## src/pkg/aes_cbc_pkg.sv

```systemverilog
// Shared constants and types for the chaining datapath around the cipher.
// Assumes a 32-bit Avalon-MM slave port with byte addresses.
package aes_cbc_pkg;

    // Register byte offsets
    localparam logic [7:0] OFS_BLOCK_INPUT   = 8'h00;
    localparam logic [7:0] OFS_CHAIN_INPUT   = 8'h04;
    localparam logic [7:0] OFS_KEY_INPUT     = 8'h08;
    localparam logic [7:0] OFS_BLOCK_OUTPUT  = 8'h0C;
    localparam logic [7:0] OFS_DATAFLOW_CFG  = 8'h10;
    localparam logic [7:0] OFS_BLOCK_CFG     = 8'h14;

    // Block configuration field positions
    localparam int unsigned BCFG_KEY_LSB     = 0;
    localparam int unsigned BCFG_ENCRYPT     = 2;
    localparam int unsigned BCFG_ENABLE      = 3;
    localparam int unsigned BCFG_DONE        = 5;
    localparam logic [7:0]  BCFG_RESET       = 8'h00;

    // Data-flow selections
    localparam logic [7:0] DFLOW_PLAIN       = 8'h00;
    localparam logic [7:0] DFLOW_XOR_IN      = 8'h01;
    localparam logic [7:0] DFLOW_XOR_OUT     = 8'h02;
    localparam logic [7:0] DFLOW_RESET       = 8'h00;

    // Key sizes and byte counts
    typedef enum logic [1:0] {
        KEY_128 = 2'h0,
        KEY_192 = 2'h1,
        KEY_256 = 2'h2
    } key_size_e;
    localparam logic [5:0] KEY_BYTES_128     = 6'h10;
    localparam logic [5:0] KEY_BYTES_192     = 6'h18;
    localparam logic [5:0] KEY_BYTES_256     = 6'h20;
    localparam int unsigned KEY_MAX_BYTES    = 32;
    localparam int unsigned BLOCK_BYTES      = 16;
    localparam logic [4:0] BLOCK_FULL        = 5'h10;

    // Core processing time in clock cycles
    localparam int unsigned CORE_LATENCY     = 12;

    typedef enum logic [1:0] {
        ST_IDLE = 2'b00,
        ST_LOAD = 2'b01,
        ST_RUN  = 2'b11
    } state_e;

    typedef struct packed {
        logic [1:0] key_size;
        logic       encrypt;
        logic       enable;
    } block_cfg_s;

endpackage

```

## src/rtl/aes_cbc_chaining_datapath.sv

```systemverilog
// Chaining datapath: byte registers, input/output XOR, block control.
// Assumes an Avalon-MM master (processor or DMA) on core_clk.
// What this block does
// - Chain encrypt feeds core input XOR chaining.
// - Data-flow value 0x01 selects XOR on input.
// - Data-flow value 0x02 selects XOR on output.
// - Bit 2 sets direction; clearing selects decryption.
// - Bits 1:0 select the key size.
// - Bit 3 enables core, starts block processing.
// - Completion sets bit 5 done, raises interrupt.
// - Writing 0x00 to block config resets module.
// - Sixteen result bytes read out in sequence.
// - Configuration kept; chaining continues across blocks.
//
// Design decisions made here: the Avalon-MM interface to the registers and the placing of the registers.
`timescale 1ns/1ns
module aes_cbc_chaining_datapath #(
    parameter int unsigned CORE_CYCLES = aes_cbc_pkg::CORE_LATENCY
) (
    input  wire logic        core_clk,
    input  wire logic        srst,
    input  wire logic [7:0]  avs_address,
    input  wire logic        avs_read,
    input  wire logic        avs_write,
    input  wire logic [31:0] avs_writedata,
    input  wire logic [3:0]  avs_byteenable,
    output logic      [31:0] avs_readdata,
    output logic             avs_waitrequest,
    output logic             done_irq
);

    localparam int unsigned BB = aes_cbc_pkg::BLOCK_BYTES;
    localparam int unsigned KB = aes_cbc_pkg::KEY_MAX_BYTES;

    aes_cbc_pkg::state_e     state_q;
    aes_cbc_pkg::block_cfg_s cfg_q;
    logic [7:0]   dflow_q;
    logic         done_q;
    logic [4:0]   bin_cnt_q;
    logic [5:0]   key_cnt_q;
    logic [3:0]   xin_cnt_q;
    logic [4:0]   out_cnt_q;
    logic [127:0] blk_q;
    logic [127:0] res_q;
    logic [31:0]  rdata_q;
    logic         wait_q;

    logic [127:0] bin_v, xin_v, core_out, xin_load_val;
    logic [255:0] key_v;
    logic         core_done, req, acc, stall, data_reg, wr_acc, rd_acc;
    logic         wr_bin, wr_xin, wr_key, rd_out, wr_bcfg, soft_rst;
    logic         start, xin_load;
    logic [5:0]   key_need;
    logic [7:0]   out_byte;
    logic [31:0]  rdata_d;

    // Bus decode; data registers hold off while the core runs
    assign req      = avs_read | avs_write;
    assign data_reg = (avs_address == aes_cbc_pkg::OFS_BLOCK_INPUT)
                    | (avs_address == aes_cbc_pkg::OFS_CHAIN_INPUT)
                    | (avs_address == aes_cbc_pkg::OFS_KEY_INPUT)
                    | (avs_address == aes_cbc_pkg::OFS_BLOCK_OUTPUT);
    assign stall    = data_reg & (state_q == aes_cbc_pkg::ST_RUN);
    assign acc      = req & ~wait_q;
    assign wr_acc   = acc & avs_write & avs_byteenable[0];
    assign rd_acc   = acc & avs_read;
    assign wr_bin   = wr_acc & (avs_address == aes_cbc_pkg::OFS_BLOCK_INPUT)
                    & (bin_cnt_q != aes_cbc_pkg::BLOCK_FULL);
    assign wr_xin   = wr_acc & (avs_address == aes_cbc_pkg::OFS_CHAIN_INPUT);
    assign wr_key   = wr_acc & (avs_address == aes_cbc_pkg::OFS_KEY_INPUT)
                    & (key_cnt_q != aes_cbc_pkg::KEY_BYTES_256);
    assign rd_out   = rd_acc & (avs_address == aes_cbc_pkg::OFS_BLOCK_OUTPUT);
    assign wr_bcfg  = wr_acc & (avs_address == aes_cbc_pkg::OFS_BLOCK_CFG);

    // Enable and direction both low means reset, 0x00 included
    assign soft_rst = wr_bcfg & ~avs_writedata[aes_cbc_pkg::BCFG_ENABLE]
                    & ~avs_writedata[aes_cbc_pkg::BCFG_ENCRYPT];

    // Key bytes needed for the selected size
    always_comb
    begin
        case (cfg_q.key_size)
            aes_cbc_pkg::KEY_192: key_need = aes_cbc_pkg::KEY_BYTES_192;
            aes_cbc_pkg::KEY_256: key_need = aes_cbc_pkg::KEY_BYTES_256;
            default:              key_need = aes_cbc_pkg::KEY_BYTES_128;
        endcase
    end

    // Block starts once data and the whole key have arrived
    assign start = (state_q == aes_cbc_pkg::ST_LOAD) & cfg_q.enable
                 & (bin_cnt_q == aes_cbc_pkg::BLOCK_FULL)
                 & (key_cnt_q >= key_need) & ~acc;

    // Output byte, combined with chaining in XOR-on-output mode
    always_comb
    begin
        out_byte = res_q[{out_cnt_q[3:0], 3'b000} +: 8];
        if (dflow_q == aes_cbc_pkg::DFLOW_XOR_OUT)
            out_byte = out_byte
                     ^ xin_v[{out_cnt_q[3:0], 3'b000} +: 8];
    end

    // Chaining register refill for the next block
    always_comb
    begin
        xin_load     = 1'b0;
        xin_load_val = res_q;
        if (core_done && dflow_q == aes_cbc_pkg::DFLOW_XOR_IN)
        begin
            xin_load     = 1'b1;
            xin_load_val = core_out;
        end
        else if (rd_out && out_cnt_q == 5'h0F
                 && dflow_q == aes_cbc_pkg::DFLOW_XOR_OUT)
        begin
            xin_load     = 1'b1;
            xin_load_val = blk_q;
        end
    end

    // Read data mux, sampled one cycle ahead of the accept edge
    always_comb
    begin
        rdata_d = 32'h0000_0000;
        case (avs_address)
            aes_cbc_pkg::OFS_BLOCK_OUTPUT: rdata_d = {24'h0, out_byte};
            aes_cbc_pkg::OFS_DATAFLOW_CFG: rdata_d = {24'h0, dflow_q};
            aes_cbc_pkg::OFS_BLOCK_CFG:
            begin
                rdata_d[aes_cbc_pkg::BCFG_KEY_LSB +: 2] = cfg_q.key_size;
                rdata_d[aes_cbc_pkg::BCFG_ENCRYPT]      = cfg_q.encrypt;
                rdata_d[aes_cbc_pkg::BCFG_ENABLE]       = cfg_q.enable;
                rdata_d[aes_cbc_pkg::BCFG_DONE]         = done_q;
            end
            default: rdata_d = 32'h0000_0000;
        endcase
    end

    // Waitrequest drops for one cycle per request
    always_ff @(posedge core_clk)
    begin
        if (srst)
        begin
            wait_q  <= 1'b1;
            rdata_q <= 32'h0000_0000;
        end
        else
        begin
            wait_q <= ~(req & wait_q & ~stall);
            if (req & wait_q & ~stall)
                rdata_q <= rdata_d;
        end
    end

    // Configuration registers survive from block to block
    always_ff @(posedge core_clk)
    begin
        if (srst)
        begin
            cfg_q   <= '0;
            dflow_q <= aes_cbc_pkg::DFLOW_RESET;
        end
        else
        begin
            if (wr_bcfg)
            begin
                cfg_q.key_size <= avs_writedata[aes_cbc_pkg::BCFG_KEY_LSB +: 2];
                cfg_q.encrypt  <= avs_writedata[aes_cbc_pkg::BCFG_ENCRYPT];
                cfg_q.enable   <= avs_writedata[aes_cbc_pkg::BCFG_ENABLE];
            end
            if (soft_rst)
                dflow_q <= aes_cbc_pkg::DFLOW_RESET;
            else if (wr_acc && avs_address == aes_cbc_pkg::OFS_DATAFLOW_CFG)
                dflow_q <= avs_writedata[7:0];
        end
    end

    // Block sequencer
    always_ff @(posedge core_clk)
    begin
        if (srst || soft_rst)
            state_q <= aes_cbc_pkg::ST_IDLE;
        else
            case (state_q)
                aes_cbc_pkg::ST_IDLE:
                    if (cfg_q.enable)
                        state_q <= aes_cbc_pkg::ST_LOAD;
                aes_cbc_pkg::ST_LOAD:
                    if (!cfg_q.enable)
                        state_q <= aes_cbc_pkg::ST_IDLE;
                    else if (start)
                        state_q <= aes_cbc_pkg::ST_RUN;
                aes_cbc_pkg::ST_RUN:
                    if (core_done)
                        state_q <= aes_cbc_pkg::ST_LOAD;
                default: state_q <= aes_cbc_pkg::ST_IDLE;
            endcase
    end

    // Core input word: chaining XOR only in XOR-on-input mode
    always_ff @(posedge core_clk)
    begin
        if (srst)
            blk_q <= '0;
        else if (start)
            blk_q <= (dflow_q == aes_cbc_pkg::DFLOW_XOR_IN) ? (bin_v ^ xin_v)
                                                          : bin_v;
    end

    // Byte counters; a start rearms them for the next block
    always_ff @(posedge core_clk)
    begin
        if (srst || soft_rst || start)
        begin
            bin_cnt_q <= 5'h00;
            key_cnt_q <= 6'h00;
            xin_cnt_q <= 4'h0;
        end
        else
        begin
            if (wr_bin)
                bin_cnt_q <= bin_cnt_q + 5'h01;
            if (wr_key)
                key_cnt_q <= key_cnt_q + 6'h01;
            if (wr_xin)
                xin_cnt_q <= xin_cnt_q + 4'h1; // Wraps every 16 bytes
        end
    end

    // Result capture, readout pointer and sticky done flag
    always_ff @(posedge core_clk)
    begin
        if (srst || soft_rst)
        begin
            res_q     <= '0;
            out_cnt_q <= 5'h00;
            done_q    <= 1'b0;
        end
        else if (core_done)
        begin
            res_q     <= core_out;
            out_cnt_q <= 5'h00;
            done_q    <= 1'b1;
        end
        else
        begin
            if (start)
                done_q <= 1'b0;
            if (rd_out && out_cnt_q != aes_cbc_pkg::BLOCK_FULL)
                out_cnt_q <= out_cnt_q + 5'h01;
        end
    end

    // Block input bytes
    byte_store #(
        .DEPTH    (BB)
    ) u_bin (
        .core_clk (core_clk),
        .srst     (srst),
        .clear    (soft_rst),
        .wr_en    (wr_bin),
        .wr_idx   (bin_cnt_q[3:0]),
        .wr_byte  (avs_writedata[7:0]),
        .load_en  (1'b0),
        .load_val ('0),
        .bytes    (bin_v)
    );

    // Chaining register; the device refills it between blocks
    byte_store #(
        .DEPTH    (BB)
    ) u_xin (
        .core_clk (core_clk),
        .srst     (srst),
        .clear    (soft_rst),
        .wr_en    (wr_xin),
        .wr_idx   (xin_cnt_q),
        .wr_byte  (avs_writedata[7:0]),
        .load_en  (xin_load),
        .load_val (xin_load_val),
        .bytes    (xin_v)
    );

    // Key bytes, up to the longest key
    byte_store #(
        .DEPTH    (KB)
    ) u_key (
        .core_clk (core_clk),
        .srst     (srst),
        .clear    (soft_rst),
        .wr_en    (wr_key),
        .wr_idx   (key_cnt_q[4:0]),
        .wr_byte  (avs_writedata[7:0]),
        .load_en  (1'b0),
        .load_val ('0),
        .bytes    (key_v)
    );

    cipher_core #(
        .LATENCY  (CORE_CYCLES)
    ) u_core (
        .core_clk (core_clk),
        .srst     (srst | soft_rst),
        .start    (start),
        .encrypt  (cfg_q.encrypt),
        .key_size (cfg_q.key_size),
        .key      (key_v),
        .din      (blk_q),
        .busy     (),
        .done     (core_done),
        .dout     (core_out)
    );

    assign avs_readdata    = rdata_q;
    assign avs_waitrequest = wait_q;
    assign done_irq        = done_q;

endmodule

```

## src/rtl/byte_store.sv

```systemverilog
// Byte-addressed flip-flop store with whole-vector load and clear.
// Assumes one byte write or one vector load per cycle; load wins.
`timescale 1ns/1ns
module byte_store #(
    parameter int unsigned DEPTH = 16
) (
    input  wire logic                     core_clk,
    input  wire logic                     srst,
    input  wire logic                     clear,
    input  wire logic                     wr_en,
    input  wire logic [$clog2(DEPTH)-1:0] wr_idx,
    input  wire logic [7:0]               wr_byte,
    input  wire logic                     load_en,
    input  wire logic [DEPTH*8-1:0]       load_val,
    output logic      [DEPTH*8-1:0]       bytes
);

    logic [DEPTH-1:0][7:0] mem_q;

    // Byte writes land at the index given by the owner's counter
    always_ff @(posedge core_clk)
    begin
        if (srst || clear)
        begin
            mem_q <= '0;
        end
        else if (load_en)
        begin
            mem_q <= load_val;
        end
        else if (wr_en)
        begin
            mem_q[wr_idx] <= wr_byte;
        end
    end

    assign bytes = mem_q;

endmodule

```

## src/rtl/cipher_core.sv

```systemverilog
// Stand-in block cipher: fixed latency, invertible keyed byte mix.
// Assumes din and key stay stable from start until done.
`timescale 1ns/1ns
module cipher_core #(
    parameter int unsigned LATENCY = aes_cbc_pkg::CORE_LATENCY
) (
    input  wire logic         core_clk,
    input  wire logic         srst,
    input  wire logic         start,
    input  wire logic         encrypt,
    input  wire logic [1:0]   key_size,
    input  wire logic [255:0] key,
    input  wire logic [127:0] din,
    output logic              busy,
    output logic              done,
    output logic [127:0]      dout
);

    logic [7:0]   cnt_q;
    logic         done_q;
    logic [127:0] dout_q;
    logic [127:0] kf;
    logic [127:0] tmp;

    // Fold the longer keys into one 128-bit whitening word
    always_comb
    begin
        kf = key[127:0];
        if (key_size == aes_cbc_pkg::KEY_192)
        begin
            kf = key[127:0] ^ {64'h0, key[191:128]};
        end
        else if (key_size == aes_cbc_pkg::KEY_256)
        begin
            kf = key[127:0] ^ key[255:128];
        end
        tmp = din ^ kf;
    end

    // Latency counter; result captured on the last cycle
    always_ff @(posedge core_clk)
    begin
        if (srst)
        begin
            cnt_q  <= 8'h00;
            done_q <= 1'b0;
            dout_q <= '0;
        end
        else
        begin
            done_q <= 1'b0;
            if (start)
            begin
                cnt_q <= 8'(LATENCY);
            end
            else if (cnt_q != 8'h00)
            begin
                cnt_q <= cnt_q - 8'h01;
                if (cnt_q == 8'h01)
                begin
                    done_q <= 1'b1;
                    dout_q <= encrypt ? ({din[119:0], din[127:120]} ^ kf)
                                      : {tmp[7:0], tmp[127:8]};
                end
            end
        end
    end

    assign busy = (cnt_q != 8'h00);
    assign done = done_q;
    assign dout = dout_q;

endmodule

```

## config.mk

```make
export PLATFORM = sky130hd
export DESIGN_NAME = aes_cbc_chaining_datapath
export DESIGN_NICKNAME = d
export VERILOG_FILES = /design/src/pkg/aes_cbc_pkg.sv /design/src/rtl/aes_cbc_chaining_datapath.sv /design/src/rtl/byte_store.sv /design/src/rtl/cipher_core.sv
export SDC_FILE = /design/constraint.sdc
export NUM_CORES = 2
export LEC_CHECK = 0
export ABC_CLOCK_PERIOD_IN_PS = 3500
export BUFFER_PORTS_ARGS = -buffer_cell sky130_fd_sc_hd__buf_4
export CELL_PAD_IN_SITES_DETAIL_PLACEMENT = 1
export CELL_PAD_IN_SITES_GLOBAL_PLACEMENT = 1
export CORE_UTILIZATION = 50
export DETAILED_ROUTE_END_ITERATION = 8
export PLACE_DENSITY_LB_ADDON = 0.1
export SYNTH_ARGS = -nofsm -noshare
export SYNTH_HDL_FRONTEND = slang
export SYNTH_SLANG_ARGS = --single-unit
```

## constraint.sdc

```tcl
create_clock -name core_clk -period 3.5 [get_ports core_clk]
set_input_delay 0.175 -clock core_clk [delete_from_list [all_inputs] [get_ports core_clk]]
set_output_delay 0.175 -clock core_clk [all_outputs]
set_load 0.01 [all_outputs]
```

==> impl_metrics.csv <==
group,metric,value,unit
global_route,grtUsageTotal,38.1,%
final_layout,layout-drive-gt1-share,11.9,%
worst_setup_path,r2r_slack,0.33,ns
worst_setup_path,cpPeakStageDelay,0.50,ns
synthesis,ys.warnings.count,0,
worst_setup_path,arrival,3.76,ns
sta,max-slew-margin-rel,17.3,%
global_route,overflow,0,
final_layout,syn_to_final_growth,11.5,%
sta,period_needed,3.17,ns
synthesis,yosysSeqAreaShare,40.5,%
sta,rsz0062_at_grt,"no",
sta,slew_violations,0,
power,peakVddDrop,536,uV
synthesis,synth_area_per_cell,9.55,um2
synthesis,synth-async-reset-ratio,0,%
final_layout,nets,4888,
die,core,92400,um2
sta,hold_viol,0,
clock_tree,clockRootBuffer,"clkbuf_16",
route,num_vias,39400,
die,die_h,308,um
worst_setup_path,critical_path_class,"flip-flop to flip-flop",
clock_tree,clockBufferDepth,3,
synthesis,yosysTopAreaCellShare,40.5,%
synthesis,synth_top_cell_by_area,"dfxtp_1",
synthesis,synth-seq-cells,949,
sta,finalCritPeriodShare,90.5,%
placement,io_buffers,30,
synthesis,synth_edf_count,0,
min_path,hold_path.class,"input pin to flip-flop",
clock_tree,cts_hold_buf,7,
route,route.detailed.drc,0,
route,drt_first_pass_iters,7,
worst_setup_path,crit_start,"key_cnt_q[3]$_SDFFE_PP0P_",
die,rows,111,
global_route,grt_max_degree,111,
final_layout,fillers,10200,
synthesis,yosysUniqueCellTypes,71,
synthesis,yosys-top-cells-area,"dfxtp_1, mux2i_1, xnor3_1, nand2_1, a21oi_1",
route,drtIter0Drc,4083,
placement,gp_congestion,0.998,
die,die_area,95100,um2
final_layout,final_core_utilization,56.6,%
worst_setup_path,cp_top_family,"buffers and inverters",
die,initial_core_util,50.8,%
route,viasPerCell,6.42,
placement,hpwl,121000,um
worst_setup_path,timing.critical_path.buf_inv,3,
global_route,grt_pass1_vias,39700,
worst_setup_path,path_cells,"inv_1, ha_1, nand3b_1, a21boi_0, o311ai_4, buf_12, buf_4, a21oi_1, a211oi_1",
worst_setup_path,timing.rr.start,"key_cnt_q[3]$_SDFFE_PP0P_",
sta,fmax,0.316,GHz
clock_tree,cts.sinks,949,
worst_setup_path,endpoint,"u_core.dout[0]$_SDFFE_PP0P_",
synthesis,synthesis.area,46900,um2
route,ant_nets,0,
clock_tree,post_cts_buffers,0,
sta,fin_hold_ws,0.0123,ns
power,p_per_area,484,nW/um2
worst_setup_path,timing.rr.end,"u_core.dout[0]$_SDFFE_PP0P_",
clock_tree,h-tree-depth,3,
clock_tree,cts_inserted_buffers,105,
sta,fin_tns_setup,0,ns
worst_setup_path,cp.depth,9,
clock_tree,clk_latency,0.71,ns
worst_setup_path,r2r.worst_path.cells,9,
route,wirelength,183000,um
global_route,grt_pass1_wl,268000,um
sta,worst_slew_pin_slew,1.24,ns
synthesis,netlist_instances,4910,
clock_tree,cts.reportedPaths.clkPinSlew,0.06,ns
sta,setup_violations,0,
worst_setup_path,crit_path_top_delay_cell,"dfxtp_1",
clock_tree,cts_tree,"built",
clock_tree,cts_resized,0,
global_route,antenna_found_initial,9,
die,io_pins,82,
power,power_leakage,0.0186,uW
worst_setup_path,worst_setup_path_start_kind,"flip-flop",
run,drv_cap,0,
sta,clock_skew,0.0211,ns
synthesis,synth_ff_type,"dfxtp_1",
worst_setup_path,critPathMaxFanout,101,
min_path,worstHoldStart,"avs_writedata[5]",
outcome,status,"complete, no violations",
worst_setup_path,critPathCaptureType,"flip-flop",
route,wire_per_inst,29.8,um
die,die_w,308,um
worst_setup_path,required,4.10,ns
==> where the power goes <==
group	internal, uW	total (uW)	switching (uW)
Sequential	11200	11600	409
Combinational	740	2120	1380
Clock	6800	11500	4740
Total	18800	25300	6530
==> sequential cells by signal, indices dropped and copies added (netlist names), 4 cells and up <==
register and cells:
blk_q 128, bin_cnt_q 5, u_xin.bytes 128, avs_readdata 8, out_cnt_q 5, res_q 128, u_key.bytes 256, xin_cnt_q 4
u_bin.bytes 128, key_cnt_q 6, u_core.dout 128, cfg_q 4, u_core.cnt_q 8, dflow_q 8
==> cell usage in the layout, fill, tap and decap left out, types with 8 or more instances in the layout <==
master       n
o31ai_1     10
clkbuf_16  108
ha_1        24
nor4_2      12
mux4_2      59
o21ai_0     46
nor2b_1     17
nand3_1     19
a221oi_1    15
nand4_4      9
o221ai_1     8
nor4_1       8
o22ai_1      8
buf_4      170
or2_2        8
and2_1      70
xor2_1     210
mux2_2      77
nand4_1     23
xnor3_1    128
nand3b_1    75
nand2_1    601
nand4_2     17
a222oi_1    97
a21oi_1    425
xnor2_1    137
a211oi_1   264
mux2i_1    427
dfxtp_1    943
clkbuf_1    19
nor2_1     534
and3_1      14
inv_1       26
conb_1      24
a22oi_1     48
clkinv_2    13
nor3_1      26
buf_12      30
clkbuf_8    32
==> worst min-delay path, stage by stage <==
cell,delay [ns]
buf_4,0.27
nand2_1,0.13
a21oi_1,0.06
==> per-layer routing <==
layer	up-vias	global-route usage (%)	share of wire [%]
met1	20100	49.1	41
met5	-	0	0.024
met3	474	6.98	7.8
met2	1642	61.3	46
met4	8	19.1	5.6
li1	17200	-	-
==> cell usage after synthesis (all sizes together), types with 8 or more instances <==
| cell type | n |
|---|---|
| or2 | 8 |
| o22ai | 8 |
| o221ai | 8 |
| xnor2 | 137 |
| xnor3 | 128 |
| nand3 | 19 |
| and3 | 16 |
| o21ai | 46 |
| buf | 190 |
| nor3 | 30 |
| a21oi | 425 |
| nand3b | 75 |
| xor2 | 211 |
| a22oi | 48 |
| dfxtp | 949 |
| nor2b | 17 |
| mux4 | 59 |
| mux2i | 427 |
| inv | 27 |
| clkbuf | 242 |
| nand2 | 601 |
| nor4 | 23 |
| a221oi | 15 |
| mux2 | 77 |
| o31ai | 10 |
| a222oi | 97 |
| and2 | 71 |
| ha | 24 |
| a211oi | 264 |
| nor2 | 536 |
| nand4 | 49 |
==> through the flow <==
| step | cell area, um2 | setup slack (ns) | power, uW | std cells |
|---|---|---|---|---|
| after global placement | 48700 | 0.554 | 13800 | 5945 |
| after global routing | 52300 | 0.239 | 26000 | 6139 |
| final | 52300 | 0.332 | 25300 | 6142 |
| after CTS | 52300 | 0.507 | 25300 | 6138 |
| after floorplan | 47000 | 0.636 | 13200 | 4933 |
| after detailed placement | 48700 | 0.530 | 13900 | 5945 |
==> final cells by class <==
type	instances	area (um2)	area share, %
Sequential cell	949	19000	36.4
Inverter	27	101	0.194
Tap cell	1243	1560	2.97
Multi-Input combinational cell	3525	26100	49.9
Timing Repair Buffer	208	1960	3.74
Clock buffer	159	3210	6.15
Antenna cell	4	10.0	0.0191
Clock inverter	27	334	0.639
==> worst min path at each step <==
stage	endpoint	slack, ns	cells after the start
5_1_grt	u_key.bytes[173]$_SDFFE_PP0P_	0.02	3
4_1_cts	u_key.bytes[181]$_SDFFE_PP0P_	0.004	3
3_5_place_dp	u_key.bytes[139]$_SDFFE_PP0P_	0.44	2
2_1_floorplan	u_key.bytes[128]$_SDFFE_PP0P_	0.43	2
3_3_place_gp	u_key.bytes[147]$_SDFFE_PP0P_	0.43	2
6_report	u_key.bytes[181]$_SDFFE_PP0P_	0.01	3
==> cell families (layout without fill, tap and decap cells) <==
group | Yosys count | after routing | share of synthesized area [%]
AO/OA/AOI/OAI | 957 | 957 | 13.5
XOR/XNOR | 476 | 476 | 12.6
adder cells (fa/ha/maj) | 24 | 24 | 0.640
buffers and inverters | 459 | 421 | 4.30
flip-flops | 949 | 949 | 40.5
multiplexers | 563 | 563 | 13.8
other | 1 | 28 | 0.00799
AND/OR/NAND/NOR | 1481 | 1481 | 14.7
(Power assumes the default switching activity.)
